==> config.mk <==
export PLATFORM = sky130hd
export DESIGN_NAME = timer16_compare_capture_irq
export DESIGN_NICKNAME = d
export VERILOG_FILES = /design/src/verilog/cc_pkg.sv /design/src/verilog/timer16_compare_capture_irq.sv
export SDC_FILE = /design/constraint.sdc
export NUM_CORES = 1
export LEC_CHECK = 0
export BUFFER_PORTS_ARGS = -buffer_cell sky130_fd_sc_hd__buf_2
export CELL_PAD_IN_SITES_DETAIL_PLACEMENT = 2
export CELL_PAD_IN_SITES_GLOBAL_PLACEMENT = 2
export CORE_MARGIN = 1.5
export CORE_UTILIZATION = 33
export CTS_CLUSTER_SIZE = 14
export DETAILED_ROUTE_END_ITERATION = 10
export PLACE_DENSITY_LB_ADDON = 0.1
export SYNTH_ARGS = -nofsm -noshare
export SYNTH_HDL_FRONTEND = slang
export SYNTH_SLANG_ARGS = --single-unit
==> constraint.sdc <==
create_clock -name mclk -period 2.5 [get_ports mclk]
set_input_delay 0.25 -clock mclk [delete_from_list [all_inputs] [get_ports mclk]]
set_output_delay 0.25 -clock mclk [all_outputs]
set_load 0.01 [all_outputs]
==> src/verilog/cc_pkg.sv <==
// Package: register map, field positions and types of the compare/capture block
// Functional notes
// - Both compare values are matched against the counter every cycle.
// - Compare writes commit both bytes at once via the shared high-byte latch.
// - Capture event copies the counter value into the capture register.
// - Capture register is offered as TOP when the mode selects it.
// - Capture reads return a coherent 16-bit value via the shared latch.
// - Capture flag with mask bit 5 and global enable requests an interrupt.
// - Compare A flag with mask bit 4 and global enable requests an interrupt.
// - Compare B flag with mask bit 3 and global enable requests an interrupt.
// - Overflow flag with mask bit 2 and global enable requests an interrupt.
// - Capture pin event sets the capture flag, bit 5.
// - With capture as TOP, reaching TOP sets the capture flag instead.
// - Capture flag clears on vector execution or a written one.
// - Compare A flag sets two cycles after counter equals compare A.
// - Force-compare A never sets the compare A flag.
// - Compare A flag clears on vector execution or a written one.
// - Compare B flag sets two cycles after counter equals compare B.
// - Force-compare B never sets the compare B flag.
// - Compare B flag clears on vector execution or a written one.
// - Overflow flag sets at the mode's overflow point.
// - Overflow flag clears on vector execution or a written one.
// - Capture edge select: zero falling edge, one rising edge.
// - With capture as TOP the pin is disconnected, no pin capture.
package cc_pkg;

  // Byte addresses of the 8-bit register views, one per word
  localparam logic [7:0] ADDR_CMPA_LO  = 8'h00;
  localparam logic [7:0] ADDR_CMPA_HI  = 8'h04;
  localparam logic [7:0] ADDR_CMPB_LO  = 8'h08;
  localparam logic [7:0] ADDR_CMPB_HI  = 8'h0c;
  localparam logic [7:0] ADDR_CAPT_LO  = 8'h10;
  localparam logic [7:0] ADDR_CAPT_HI  = 8'h14;
  localparam logic [7:0] ADDR_MASK     = 8'h18;
  localparam logic [7:0] ADDR_FLAGS    = 8'h1c;
  localparam logic [7:0] ADDR_CTRL     = 8'h20;

  // Mask and flag bit positions shared by both registers
  localparam int BIT_CAPT = 5;
  localparam int BIT_CMPA = 4;
  localparam int BIT_CMPB = 3;
  localparam int BIT_OVF  = 2;
  localparam logic [7:0] OWN_BITS = 8'h3c;

  // Control register fields
  localparam int CTRL_EDGE    = 0;
  localparam int CTRL_ACMP    = 1;
  localparam int CTRL_MODE_LO = 4;

  // Reset values
  localparam logic [7:0]  MASK_RST  = 8'h00;
  localparam logic [7:0]  FLAGS_RST = 8'h00;
  localparam logic [15:0] VAL_RST   = 16'h0000;

  // Waveform modes that use the capture register as TOP
  localparam logic [3:0] MODE_PFC_CAPT  = 4'h8;
  localparam logic [3:0] MODE_PC_CAPT   = 4'ha;
  localparam logic [3:0] MODE_CLR_CAPT  = 4'hc;
  localparam logic [3:0] MODE_FAST_CAPT = 4'he;

  // AXI response codes
  localparam logic [1:0] RESP_OKAY   = 2'b00;
  localparam logic [1:0] RESP_SLVERR = 2'b10;

  // Events from the counter core
  typedef struct packed {
    logic [15:0] count;
    logic        overflow;
    logic        at_top;
    logic        force_a;
    logic        force_b;
  } counter_in_t;

  // Interrupt requests and vector acknowledges
  typedef struct packed {
    logic capt;
    logic cmpa;
    logic cmpb;
    logic ovf;
  } irq_t;

  // Whole state of the block
  typedef struct packed {
    logic [15:0] cmpa_r;
    logic [15:0] cmpb_r;
    logic [15:0] capt_r;
    logic [7:0]  temp_r;
    logic [7:0]  mask_r;
    logic [7:0]  flags_r;
    logic [7:0]  ctrl_r;
    logic        pin_s1_r;
    logic        pin_s2_r;
    logic        pin_d_r;
    logic        acmp_s1_r;
    logic        acmp_s2_r;
    logic        acmp_d_r;
    logic        match_a_r;
    logic        match_b_r;
    logic        aw_got_r;
    logic        w_got_r;
    logic [7:0]  awaddr_r;
    logic [7:0]  wdata_r;
    logic        wstrb0_r;
    logic        bvalid_r;
    logic [1:0]  bresp_r;
    logic        rvalid_r;
    logic [31:0] rdata_r;
    logic [1:0]  rresp_r;
  } state_t;

endpackage

==> src/verilog/timer16_compare_capture_irq.sv <==
// Compare, capture and interrupt-flag logic of a 16-bit timer with AXI4-Lite
module timer16_compare_capture_irq
  import cc_pkg::*;
(
  // Clock and reset
  input  wire logic        mclk,
  input  wire logic        rst_n,
  // AXI4-Lite write address
  input  wire logic        s_axi_awvalid,
  output logic             s_axi_awready,
  input  wire logic [7:0]  s_axi_awaddr,
  // AXI4-Lite write data
  input  wire logic        s_axi_wvalid,
  output logic             s_axi_wready,
  input  wire logic [31:0] s_axi_wdata,
  input  wire logic [3:0]  s_axi_wstrb,
  // AXI4-Lite write response
  output logic             s_axi_bvalid,
  input  wire logic        s_axi_bready,
  output logic [1:0]       s_axi_bresp,
  // AXI4-Lite read address
  input  wire logic        s_axi_arvalid,
  output logic             s_axi_arready,
  input  wire logic [7:0]  s_axi_araddr,
  // AXI4-Lite read data
  output logic             s_axi_rvalid,
  input  wire logic        s_axi_rready,
  output logic [31:0]      s_axi_rdata,
  output logic [1:0]       s_axi_rresp,
  // Counter core
  input  wire counter_in_t counter_in,
  output logic [3:0]       waveform_mode_select,
  output logic [15:0]      compare_a_value,
  output logic [15:0]      compare_b_value,
  output logic [15:0]      capture_value,
  output logic             capture_is_top,
  output logic             match_a,
  output logic             match_b,
  // Pins from outside the clock domain
  input  wire logic        capture_pin,
  input  wire logic        comparator_out,
  // Interrupt controller
  input  wire logic        global_irq_enable,
  input  wire irq_t        vector_ack,
  output irq_t             irq_req
);

  state_t s_r;
  state_t s_nxt;

  ////////////////////////////////////////////////////////////////////////
  // Helpers

  // Modes that take TOP from the capture register
  function automatic logic capt_top(input logic [3:0] m);
    capt_top = (m == MODE_PFC_CAPT) || (m == MODE_PC_CAPT) ||
               (m == MODE_CLR_CAPT) || (m == MODE_FAST_CAPT);
  endfunction

  // Edge detect by selected polarity
  function automatic logic edge_hit(input logic cur, input logic prev,
                                    input logic rising);
    edge_hit = rising ? (cur & ~prev) : (~cur & prev);
  endfunction

  logic [3:0]  mode;
  logic        top_capt;
  logic        capt_src;
  logic        capt_prev;
  logic        capt_evt;
  logic        eq_a;
  logic        eq_b;
  logic        wr_fire;
  logic        rd_fire;
  logic [7:0]  set_v;
  logic [7:0]  ack_v;
  logic [7:0]  w1c_v;
  logic [15:0] wr16;

  ////////////////////////////////////////////////////////////////////////
  // Event decode

  // Mode and trigger selection
  always_comb
  begin
    mode     = s_r.ctrl_r[CTRL_MODE_LO +: 4];
    top_capt = capt_top(mode);
    capt_src = s_r.ctrl_r[CTRL_ACMP] ? s_r.acmp_s2_r : s_r.pin_s2_r;
    capt_prev = s_r.ctrl_r[CTRL_ACMP] ? s_r.acmp_d_r : s_r.pin_d_r;
    // Pin disconnected while capture serves as TOP
    capt_evt = ~top_capt &&
               edge_hit(capt_src, capt_prev,
                        s_r.ctrl_r[CTRL_EDGE]);
    eq_a = (counter_in.count == s_r.cmpa_r);
    eq_b = (counter_in.count == s_r.cmpb_r);
  end

  // Flag sources; force strobes are deliberately not wired in
  always_comb
  begin
    set_v = 8'h00;
    set_v[BIT_CAPT] = top_capt ? counter_in.at_top
                               : capt_evt;
    set_v[BIT_CMPA] = s_r.match_a_r;
    set_v[BIT_CMPB] = s_r.match_b_r;
    set_v[BIT_OVF]  = counter_in.overflow;
    ack_v = 8'h00;
    ack_v[BIT_CAPT] = vector_ack.capt;
    ack_v[BIT_CMPA] = vector_ack.cmpa;
    ack_v[BIT_CMPB] = vector_ack.cmpb;
    ack_v[BIT_OVF]  = vector_ack.ovf;
  end

  ////////////////////////////////////////////////////////////////////////
  // Bus handshake

  // One write and one read in flight; ready only while slot empty
  assign s_axi_awready = ~s_r.aw_got_r & ~s_r.bvalid_r;
  assign s_axi_wready  = ~s_r.w_got_r & ~s_r.bvalid_r;
  assign s_axi_arready = ~s_r.rvalid_r;
  assign wr_fire = (s_r.aw_got_r | (s_axi_awvalid & s_axi_awready)) &&
                   (s_r.w_got_r | (s_axi_wvalid & s_axi_wready));
  assign rd_fire = s_axi_arvalid & s_axi_arready;

  ////////////////////////////////////////////////////////////////////////
  // Next state

  always_comb
  begin
    logic [7:0] wa;
    logic [7:0] wd;
    logic       we;
    wa = s_r.aw_got_r ? s_r.awaddr_r : s_axi_awaddr;
    wd = s_r.w_got_r ? s_r.wdata_r : s_axi_wdata[7:0];
    we = s_r.w_got_r ? s_r.wstrb0_r : s_axi_wstrb[0];
    s_nxt = s_r;
    w1c_v = 8'h00;
    wr16 = {s_r.temp_r, wd};

    // Two-flop synchronisers, then edge history
    s_nxt.pin_s1_r  = capture_pin;
    s_nxt.pin_s2_r  = s_r.pin_s1_r;
    s_nxt.pin_d_r   = s_r.pin_s2_r;
    s_nxt.acmp_s1_r = comparator_out;
    s_nxt.acmp_s2_r = s_r.acmp_s1_r;
    s_nxt.acmp_d_r  = s_r.acmp_s2_r;

    // Flag follows the match by two cycles
    s_nxt.match_a_r = eq_a;
    s_nxt.match_b_r = eq_b;

    // Capture copies the running counter
    if (capt_evt)
      s_nxt.capt_r = counter_in.count;

    // Address and data may arrive in either order
    if (s_axi_awvalid && s_axi_awready)
    begin
      s_nxt.aw_got_r = 1'b1;
      s_nxt.awaddr_r = s_axi_awaddr;
    end
    if (s_axi_wvalid && s_axi_wready)
    begin
      s_nxt.w_got_r  = 1'b1;
      s_nxt.wdata_r  = s_axi_wdata[7:0];
      s_nxt.wstrb0_r = s_axi_wstrb[0];
    end

    // Register writes; high byte goes to latch, low byte commits
    if (wr_fire)
    begin
      s_nxt.aw_got_r = 1'b0;
      s_nxt.w_got_r  = 1'b0;
      s_nxt.bvalid_r = 1'b1;
      s_nxt.bresp_r  = RESP_OKAY;
      if (we)
      begin
        unique case (wa)
          ADDR_CMPA_HI, ADDR_CMPB_HI, ADDR_CAPT_HI: s_nxt.temp_r = wd;
          ADDR_CMPA_LO: s_nxt.cmpa_r = wr16;
          ADDR_CMPB_LO: s_nxt.cmpb_r = wr16;
          ADDR_CAPT_LO: s_nxt.capt_r = wr16;
          ADDR_MASK:    s_nxt.mask_r = wd & OWN_BITS;
          ADDR_FLAGS:   w1c_v = wd & OWN_BITS;
          ADDR_CTRL:    s_nxt.ctrl_r = wd;
          default:      s_nxt.bresp_r = RESP_SLVERR;
        endcase
      end
    end
    if (s_r.bvalid_r && s_axi_bready)
      s_nxt.bvalid_r = 1'b0;

    // Set wins over any clear in the same cycle
    s_nxt.flags_r = (s_r.flags_r & ~(w1c_v | ack_v)) | set_v;

    // Reads; low byte of a 16-bit register latches its high byte
    if (rd_fire)
    begin
      s_nxt.rvalid_r = 1'b1;
      s_nxt.rresp_r  = RESP_OKAY;
      s_nxt.rdata_r  = 32'h0000_0000;
      unique case (s_axi_araddr)
        ADDR_CMPA_LO:
        begin
          s_nxt.rdata_r[7:0] = s_r.cmpa_r[7:0];
          s_nxt.temp_r = s_r.cmpa_r[15:8];
        end
        ADDR_CMPB_LO:
        begin
          s_nxt.rdata_r[7:0] = s_r.cmpb_r[7:0];
          s_nxt.temp_r = s_r.cmpb_r[15:8];
        end
        ADDR_CAPT_LO:
        begin
          s_nxt.rdata_r[7:0] = s_r.capt_r[7:0];
          s_nxt.temp_r = s_r.capt_r[15:8];
        end
        ADDR_CMPA_HI, ADDR_CMPB_HI, ADDR_CAPT_HI:
          s_nxt.rdata_r[7:0] = s_r.temp_r;
        ADDR_MASK:  s_nxt.rdata_r[7:0] = s_r.mask_r;
        ADDR_FLAGS: s_nxt.rdata_r[7:0] = s_r.flags_r;
        ADDR_CTRL:  s_nxt.rdata_r[7:0] = s_r.ctrl_r;
        default:    s_nxt.rresp_r = RESP_SLVERR;
      endcase
    end
    if (s_r.rvalid_r && s_axi_rready)
      s_nxt.rvalid_r = 1'b0;
  end

  ////////////////////////////////////////////////////////////////////////
  // State register

  always_ff @(posedge mclk or negedge rst_n)
  begin
    if (!rst_n)
    begin
      s_r <= '0;
      s_r.mask_r  <= MASK_RST;
      s_r.flags_r <= FLAGS_RST;
      s_r.cmpa_r  <= VAL_RST;
      s_r.cmpb_r  <= VAL_RST;
      s_r.capt_r  <= VAL_RST;
    end
    else
      s_r <= s_nxt;
  end

  ////////////////////////////////////////////////////////////////////////
  // Outputs

  assign s_axi_bvalid = s_r.bvalid_r;
  assign s_axi_bresp  = s_r.bresp_r;
  assign s_axi_rvalid = s_r.rvalid_r;
  assign s_axi_rdata  = s_r.rdata_r;
  assign s_axi_rresp  = s_r.rresp_r;
  assign waveform_mode_select = mode;
  assign compare_a_value = s_r.cmpa_r;
  assign compare_b_value = s_r.cmpb_r;
  assign capture_value   = s_r.capt_r;
  assign capture_is_top  = top_capt;
  // Match is live for the waveform unit; force strobes merge there
  assign match_a = eq_a | counter_in.force_a;
  assign match_b = eq_b | counter_in.force_b;

  // Requests gated by mask and global enable
  always_comb
  begin
    irq_req.capt = global_irq_enable & s_r.mask_r[BIT_CAPT] &
                   s_r.flags_r[BIT_CAPT];
    irq_req.cmpa = global_irq_enable & s_r.mask_r[BIT_CMPA] &
                   s_r.flags_r[BIT_CMPA];
    irq_req.cmpb = global_irq_enable & s_r.mask_r[BIT_CMPB] &
                   s_r.flags_r[BIT_CMPB];
    irq_req.ovf  = global_irq_enable & s_r.mask_r[BIT_OVF] &
                   s_r.flags_r[BIT_OVF];
  end

  ////////////////////////////////////////////////////////////////////////
  // Checks

  // Compare flags trail the match by two cycles; force strobes never count
  AST_CMPA_SET: assert property (@(posedge mclk)
    disable iff (!rst_n)
    (counter_in.count == s_r.cmpa_r) |=> ##1 s_r.flags_r[BIT_CMPA])
    else $error("compare A flag not set after match");

  AST_CMPB_SET: assert property (@(posedge mclk)
    disable iff (!rst_n)
    (counter_in.count == s_r.cmpb_r) |=> ##1 s_r.flags_r[BIT_CMPB])
    else $error("compare B flag not set after match");

  AST_FORCE_A: assert property (@(posedge mclk)
    disable iff (!rst_n)
    (!s_r.flags_r[BIT_CMPA] && !s_r.match_a_r) |=> !s_r.flags_r[BIT_CMPA])
    else $error("compare A flag set without match");

  AST_FORCE_B: assert property (@(posedge mclk)
    disable iff (!rst_n)
    (!s_r.flags_r[BIT_CMPB] && !s_r.match_b_r) |=> !s_r.flags_r[BIT_CMPB])
    else $error("compare B flag set without match");

  // Capture source and TOP handling
  AST_CAPT_COPY: assert property (@(posedge mclk)
    disable iff (!rst_n)
    capt_evt |=> (s_r.capt_r == $past(counter_in.count)) &&
                 s_r.flags_r[BIT_CAPT])
    else $error("capture did not copy counter");

  AST_TOP_SET: assert property (@(posedge mclk)
    disable iff (!rst_n)
    (top_capt && counter_in.at_top) |=> s_r.flags_r[BIT_CAPT])
    else $error("capture flag not set at TOP");

  AST_NO_PIN_TOP: assert property (@(posedge mclk)
    disable iff (!rst_n)
    top_capt |-> !capt_evt)
    else $error("pin capture while capture is TOP");

  // Requests are gated by mask and global enable
  AST_IRQ_A: assert property (@(posedge mclk)
    disable iff (!rst_n)
    irq_req.cmpa == (global_irq_enable && s_r.mask_r[BIT_CMPA] &&
                     s_r.flags_r[BIT_CMPA]))
    else $error("compare A request mismatch");

  AST_IRQ_GATE: assert property (@(posedge mclk)
    disable iff (!rst_n)
    !global_irq_enable |-> (irq_req == 4'h0))
    else $error("request while interrupts globally off");

  // Overflow flag follows the core's pulse
  AST_OVF_SET: assert property (@(posedge mclk)
    disable iff (!rst_n)
    counter_in.overflow |=> s_r.flags_r[BIT_OVF])
    else $error("overflow flag not set");

  AST_OVF_ACK: assert property (@(posedge mclk)
    disable iff (!rst_n)
    (vector_ack.ovf && !counter_in.overflow) |=> !s_r.flags_r[BIT_OVF])
    else $error("overflow flag not cleared by vector");

  // Clears by vector or written one; a same-cycle set is exempt
  AST_CAPT_CLR: assert property (@(posedge mclk)
    disable iff (!rst_n)
    ((w1c_v[BIT_CAPT] || vector_ack.capt) && !set_v[BIT_CAPT])
      |=> !s_r.flags_r[BIT_CAPT])
    else $error("capture flag not cleared");

  AST_CMPA_CLR: assert property (@(posedge mclk)
    disable iff (!rst_n)
    ((w1c_v[BIT_CMPA] || vector_ack.cmpa) && !set_v[BIT_CMPA])
      |=> !s_r.flags_r[BIT_CMPA])
    else $error("compare A flag not cleared");

  AST_CMPB_CLR: assert property (@(posedge mclk)
    disable iff (!rst_n)
    ((w1c_v[BIT_CMPB] || vector_ack.cmpb) && !set_v[BIT_CMPB])
      |=> !s_r.flags_r[BIT_CMPB])
    else $error("compare B flag not cleared");

  // Zero writes keep a flag; decoded clear, not the raw bus word
  AST_W1C_ZERO: assert property (@(posedge mclk)
    disable iff (!rst_n)
    (s_r.flags_r[BIT_CAPT] && !vector_ack.capt && !w1c_v[BIT_CAPT])
      |=> s_r.flags_r[BIT_CAPT])
    else $error("capture flag lost without clear");

  AST_OWN_BITS: assert property (@(posedge mclk)
    disable iff (!rst_n)
    ((s_r.mask_r | s_r.flags_r) & ~OWN_BITS) == 8'h00)
    else $error("bit of another timer held here");

  // Low-byte reads load the shared high-byte latch
  AST_CAPT_LATCH: assert property (@(posedge mclk)
    disable iff (!rst_n)
    (rd_fire && (s_axi_araddr == ADDR_CAPT_LO))
      |=> (s_r.temp_r == $past(s_r.capt_r[15:8])))
    else $error("capture high byte not latched");

  AST_CMPA_LATCH: assert property (@(posedge mclk)
    disable iff (!rst_n)
    (rd_fire && (s_axi_araddr == ADDR_CMPA_LO))
      |=> (s_r.temp_r == $past(s_r.cmpa_r[15:8])))
    else $error("compare A high byte not latched");

endmodule
==> flow_summary.yaml <==
floorplanning:
  die_h_um: 141
  die_w_um: 141
  initial_utilization_pct: 33.7
  num_rows: 50
  top_level_ports: 186
  die-area_um2: 19900
  core_area_um2: 18700
route:
  routed_via_density: 5.19
  drc_errors: 0
  wl_per_cell_um: 22.6
  initialDrtViolationCount: 163
  ant_nets: 0
  vias: 4678
  first_pass_iters: 4
  wirelength_mm: 20.4
setup_path:
  slowest_delay_ns: 0.44
  path_buf_inv: 2
  path_class: "flop to output pin"
  crit_cells: 6
  cpLargestDelayFamily: "simple AND/OR/NAND/NOR gates"
  arrival_ns: 2.10
  rr_startpoint: "s_r[56]$_DFFE_PN0P_"
  worst-path-max-fanout: 4
  cp_cell_sequence: "xnor2_1, nand4_1, nor4_1, buf_4, or2_2, buf_2"
  r2r_end: "capture_value[5]$_DFF_PN0_"
  slowest_stage: "dfrtp_1"
  rr_worst_depth: 7
  required_ns: 2.25
  end_kind: "output pin"
  rrSetupSlack_ns: 0.18
  crit_path_start_kind: "flop"
timing:
  worst_slew_pin_slew_ns: 0.639
  hold_viol: 0
  slew_violations: 0
  skew_ns: 0.0100
  tns_ns: 0
  maxSlewHeadroom_pct: 57.4
  finalCriticalPeriod_ns: 2.35
  finalSetupViolCount: 0
  hold_slack_ns: 0.0715
  max_freq_ghz: 0.426
  timing.final.crit_share_pct: 93.9
  rsz0062_at_grt: "no"
clock_network:
  clkSlewWorstSetupHoldPaths_ns: 0.08
  numClockSinks: 111
  clock-root-buffer: "clkbuf_16"
  cts-htree-levels: 3
  clock_latency_ns: 0.36
  tritoncts.num_buffers: 9
  cts_tree: "yes"
  cts_buffer_depth: 2
grt:
  grtUsageTotal_pct: 21.6
  grt_pass1_vias: 5284
  grt_max_degree: 47
  antenna_found_initial: 0
  grt_pass1_wl_mm: 32.0
  grt_overflow: 0
cells_and_area:
  stdcell_count: 902
  area_growth_pct: 14.8
  diodes: 0
  fin_nets: 749
  final_common_cell: "buf_2"
  final_cell_mix: "buf_2 (131), dfrtp_1 (111), mux2_2 (74)"
  fin_area_um2: 7230
  final_layout_size_suffix_gt1_share_pct: 39.1
  fin_util_pct: 38.7
run_status:
  status: "finished clean"
synth:
  async_flop_share_pct: 100
  seq_area_frac_synth_pct: 44.1
  yosys_warnings: 0
  avgSynthCellArea_um2: 11.0
  synth-edff-count: 0
  synth_top_cell_area_share_pct: 44.1
  synth_top_area_cell: "dfrtp_1"
  synth_seq_cells: 111
  syn_inst: 575
  syn-cell-area_um2: 6300
  ys_top_cells_by_area: "dfrtp_1 (44%), mux2_2 (13%), buf_4 (10%)"
  synth_flop_cell: "dfrtp_1"
  synth_cell_types: 59
placement:
  place_area_um2: 6860
  dp.cells: 883
  gp_congestion: 0.808
  io_buffers: 132
  dp_hpwl_mm: 15.3
hold_path:
  hold_depth: 2
  hold_class: "input pin to flop"
  hold_start: "s_axi_bready"
  worstHoldEndpoint: "s_axi_bvalid$_DFFE_PN0P_"
power:
  p_leak_uw: 0.00346
  power_per_cell_area_nw_per_um2: 782
  irDropWorstVdd_uv: 361
job:
  maxCapViolCount: 0
==> power breakdown <==
part           total (uW)  internal [uW]  switching, uW
registers            2500           2140            358
clock network        1710           1010            695
logic                1450            661            785
==> cell type report <==
class / instances / area [um2]
Sequential cell: 111 / 2780
Fill cell: 2012 / 11500
Inverter: 10 / 37.5
Clock inverter: 5 / 104
Clock buffer: 11 / 243
Multi-Input combinational cell: 371 / 2820
Timing Repair Buffer: 160 / 956
Tap cell: 234 / 293
==> state kept, by name, summed over array words and instances (netlist names), 4 cells and up <==
register              count
waveform_mode_select      4
capture_value            16
s_nxt                     4
s_axi_rdata               8
compare_a_value          16
s_r                      43
compare_b_value          16
==> worst reg2reg max path: stages (launching register included) <==
cell     delay, ns
dfrtp_1       0.53
buf_4         0.24
mux2i_1       0.30
inv_1         0.12
or4_1         0.59
buf_12        0.21
nor2_1        0.14
a21oi_1       0.06
==> layer usage <==
layer  wire length, um  vias up  GRT usage (%)
met5                 0        -              0
met1              8840     2411           27.9
met4               392        0           6.69
met3              1200       22           4.76
li1                  -     2109              -
met2              9980      136           36.0
==> cells in the mapped netlist, types with 2 or more instances <==
library cell,number
nand2_1,31
xnor2_1,32
buf_2,9
nor3b_1,3
nor4_4,2
or4_1,2
o21ai_1,3
and4b_1,3
o21a_1,2
nand4b_1,2
a211o_1,2
a22oi_1,11
a21o_1,2
nor3_1,6
nor2_1,27
buf_4,88
o21bai_1,8
a31oi_1,2
a221oi_1,2
dfrtp_1,111
inv_1,10
o21ai_0,7
a22o_1,4
or2_2,2
and3_1,10
clkbuf_1,9
nor4b_1,2
nand4_1,8
nor4_1,2
a21oi_1,27
mux2i_1,28
a31o_2,3
and2_1,2
nand3_1,5
mux2_2,74
nor2b_1,5
a32oi_1,7
==> worst max-delay path by stage <==
stage	from	endpoint	slack (ns)
after floorplan	s_r[56]$_DFFE_PN0P_	capture_value[2]$_DFF_PN0_	0.50
after detailed placement	s_r[56]$_DFFE_PN0P_	capture_value[5]$_DFF_PN0_	0.25
after global routing	s_r[56]$_DFFE_PN0P_	capture_value[5]$_DFF_PN0_	0.03
after global placement	s_r[56]$_DFFE_PN0P_	capture_value[6]$_DFF_PN0_	0.28
after CTS	compare_b_value[13]$_DFFE_PN0P_	match_b	0.12
final	compare_b_value[13]$_DFFE_PN0P_	match_b	0.15
==> through the flow <==
stage          worst slack, ns  power [uW]
6_report                 0.152        5650
5_1_grt                 0.0342        5980
4_1_cts                  0.122        5740
3_5_place_dp             0.249        4000
3_3_place_gp             0.283        3910
2_1_floorplan            0.498        3530
==> what timing repair did <==
item                       in CTS  in global routing
setup buffers                   0                  0
hold endpoints to repair       44                  0
resized for setup               0                  0
setup endpoints to repair       0                  0
hold buffers                    3                  0
==> cells by family (layout without fill, tap and decap cells) <==
logic type | count (synthesis) | in the layout | share of synthesized area [%]
AND/OR/NAND/NOR | 120 | 120 | 10.9
buffers and inverters | 118 | 186 | 12.6
multiplexers | 103 | 103 | 18.0
AO/OA/AOI/OAI | 90 | 90 | 9.86
other | 1 | 26 | 0.0595
XOR/XNOR | 32 | 32 | 4.45
flip-flops | 111 | 111 | 44.1
(Power assumes the default switching activity.)
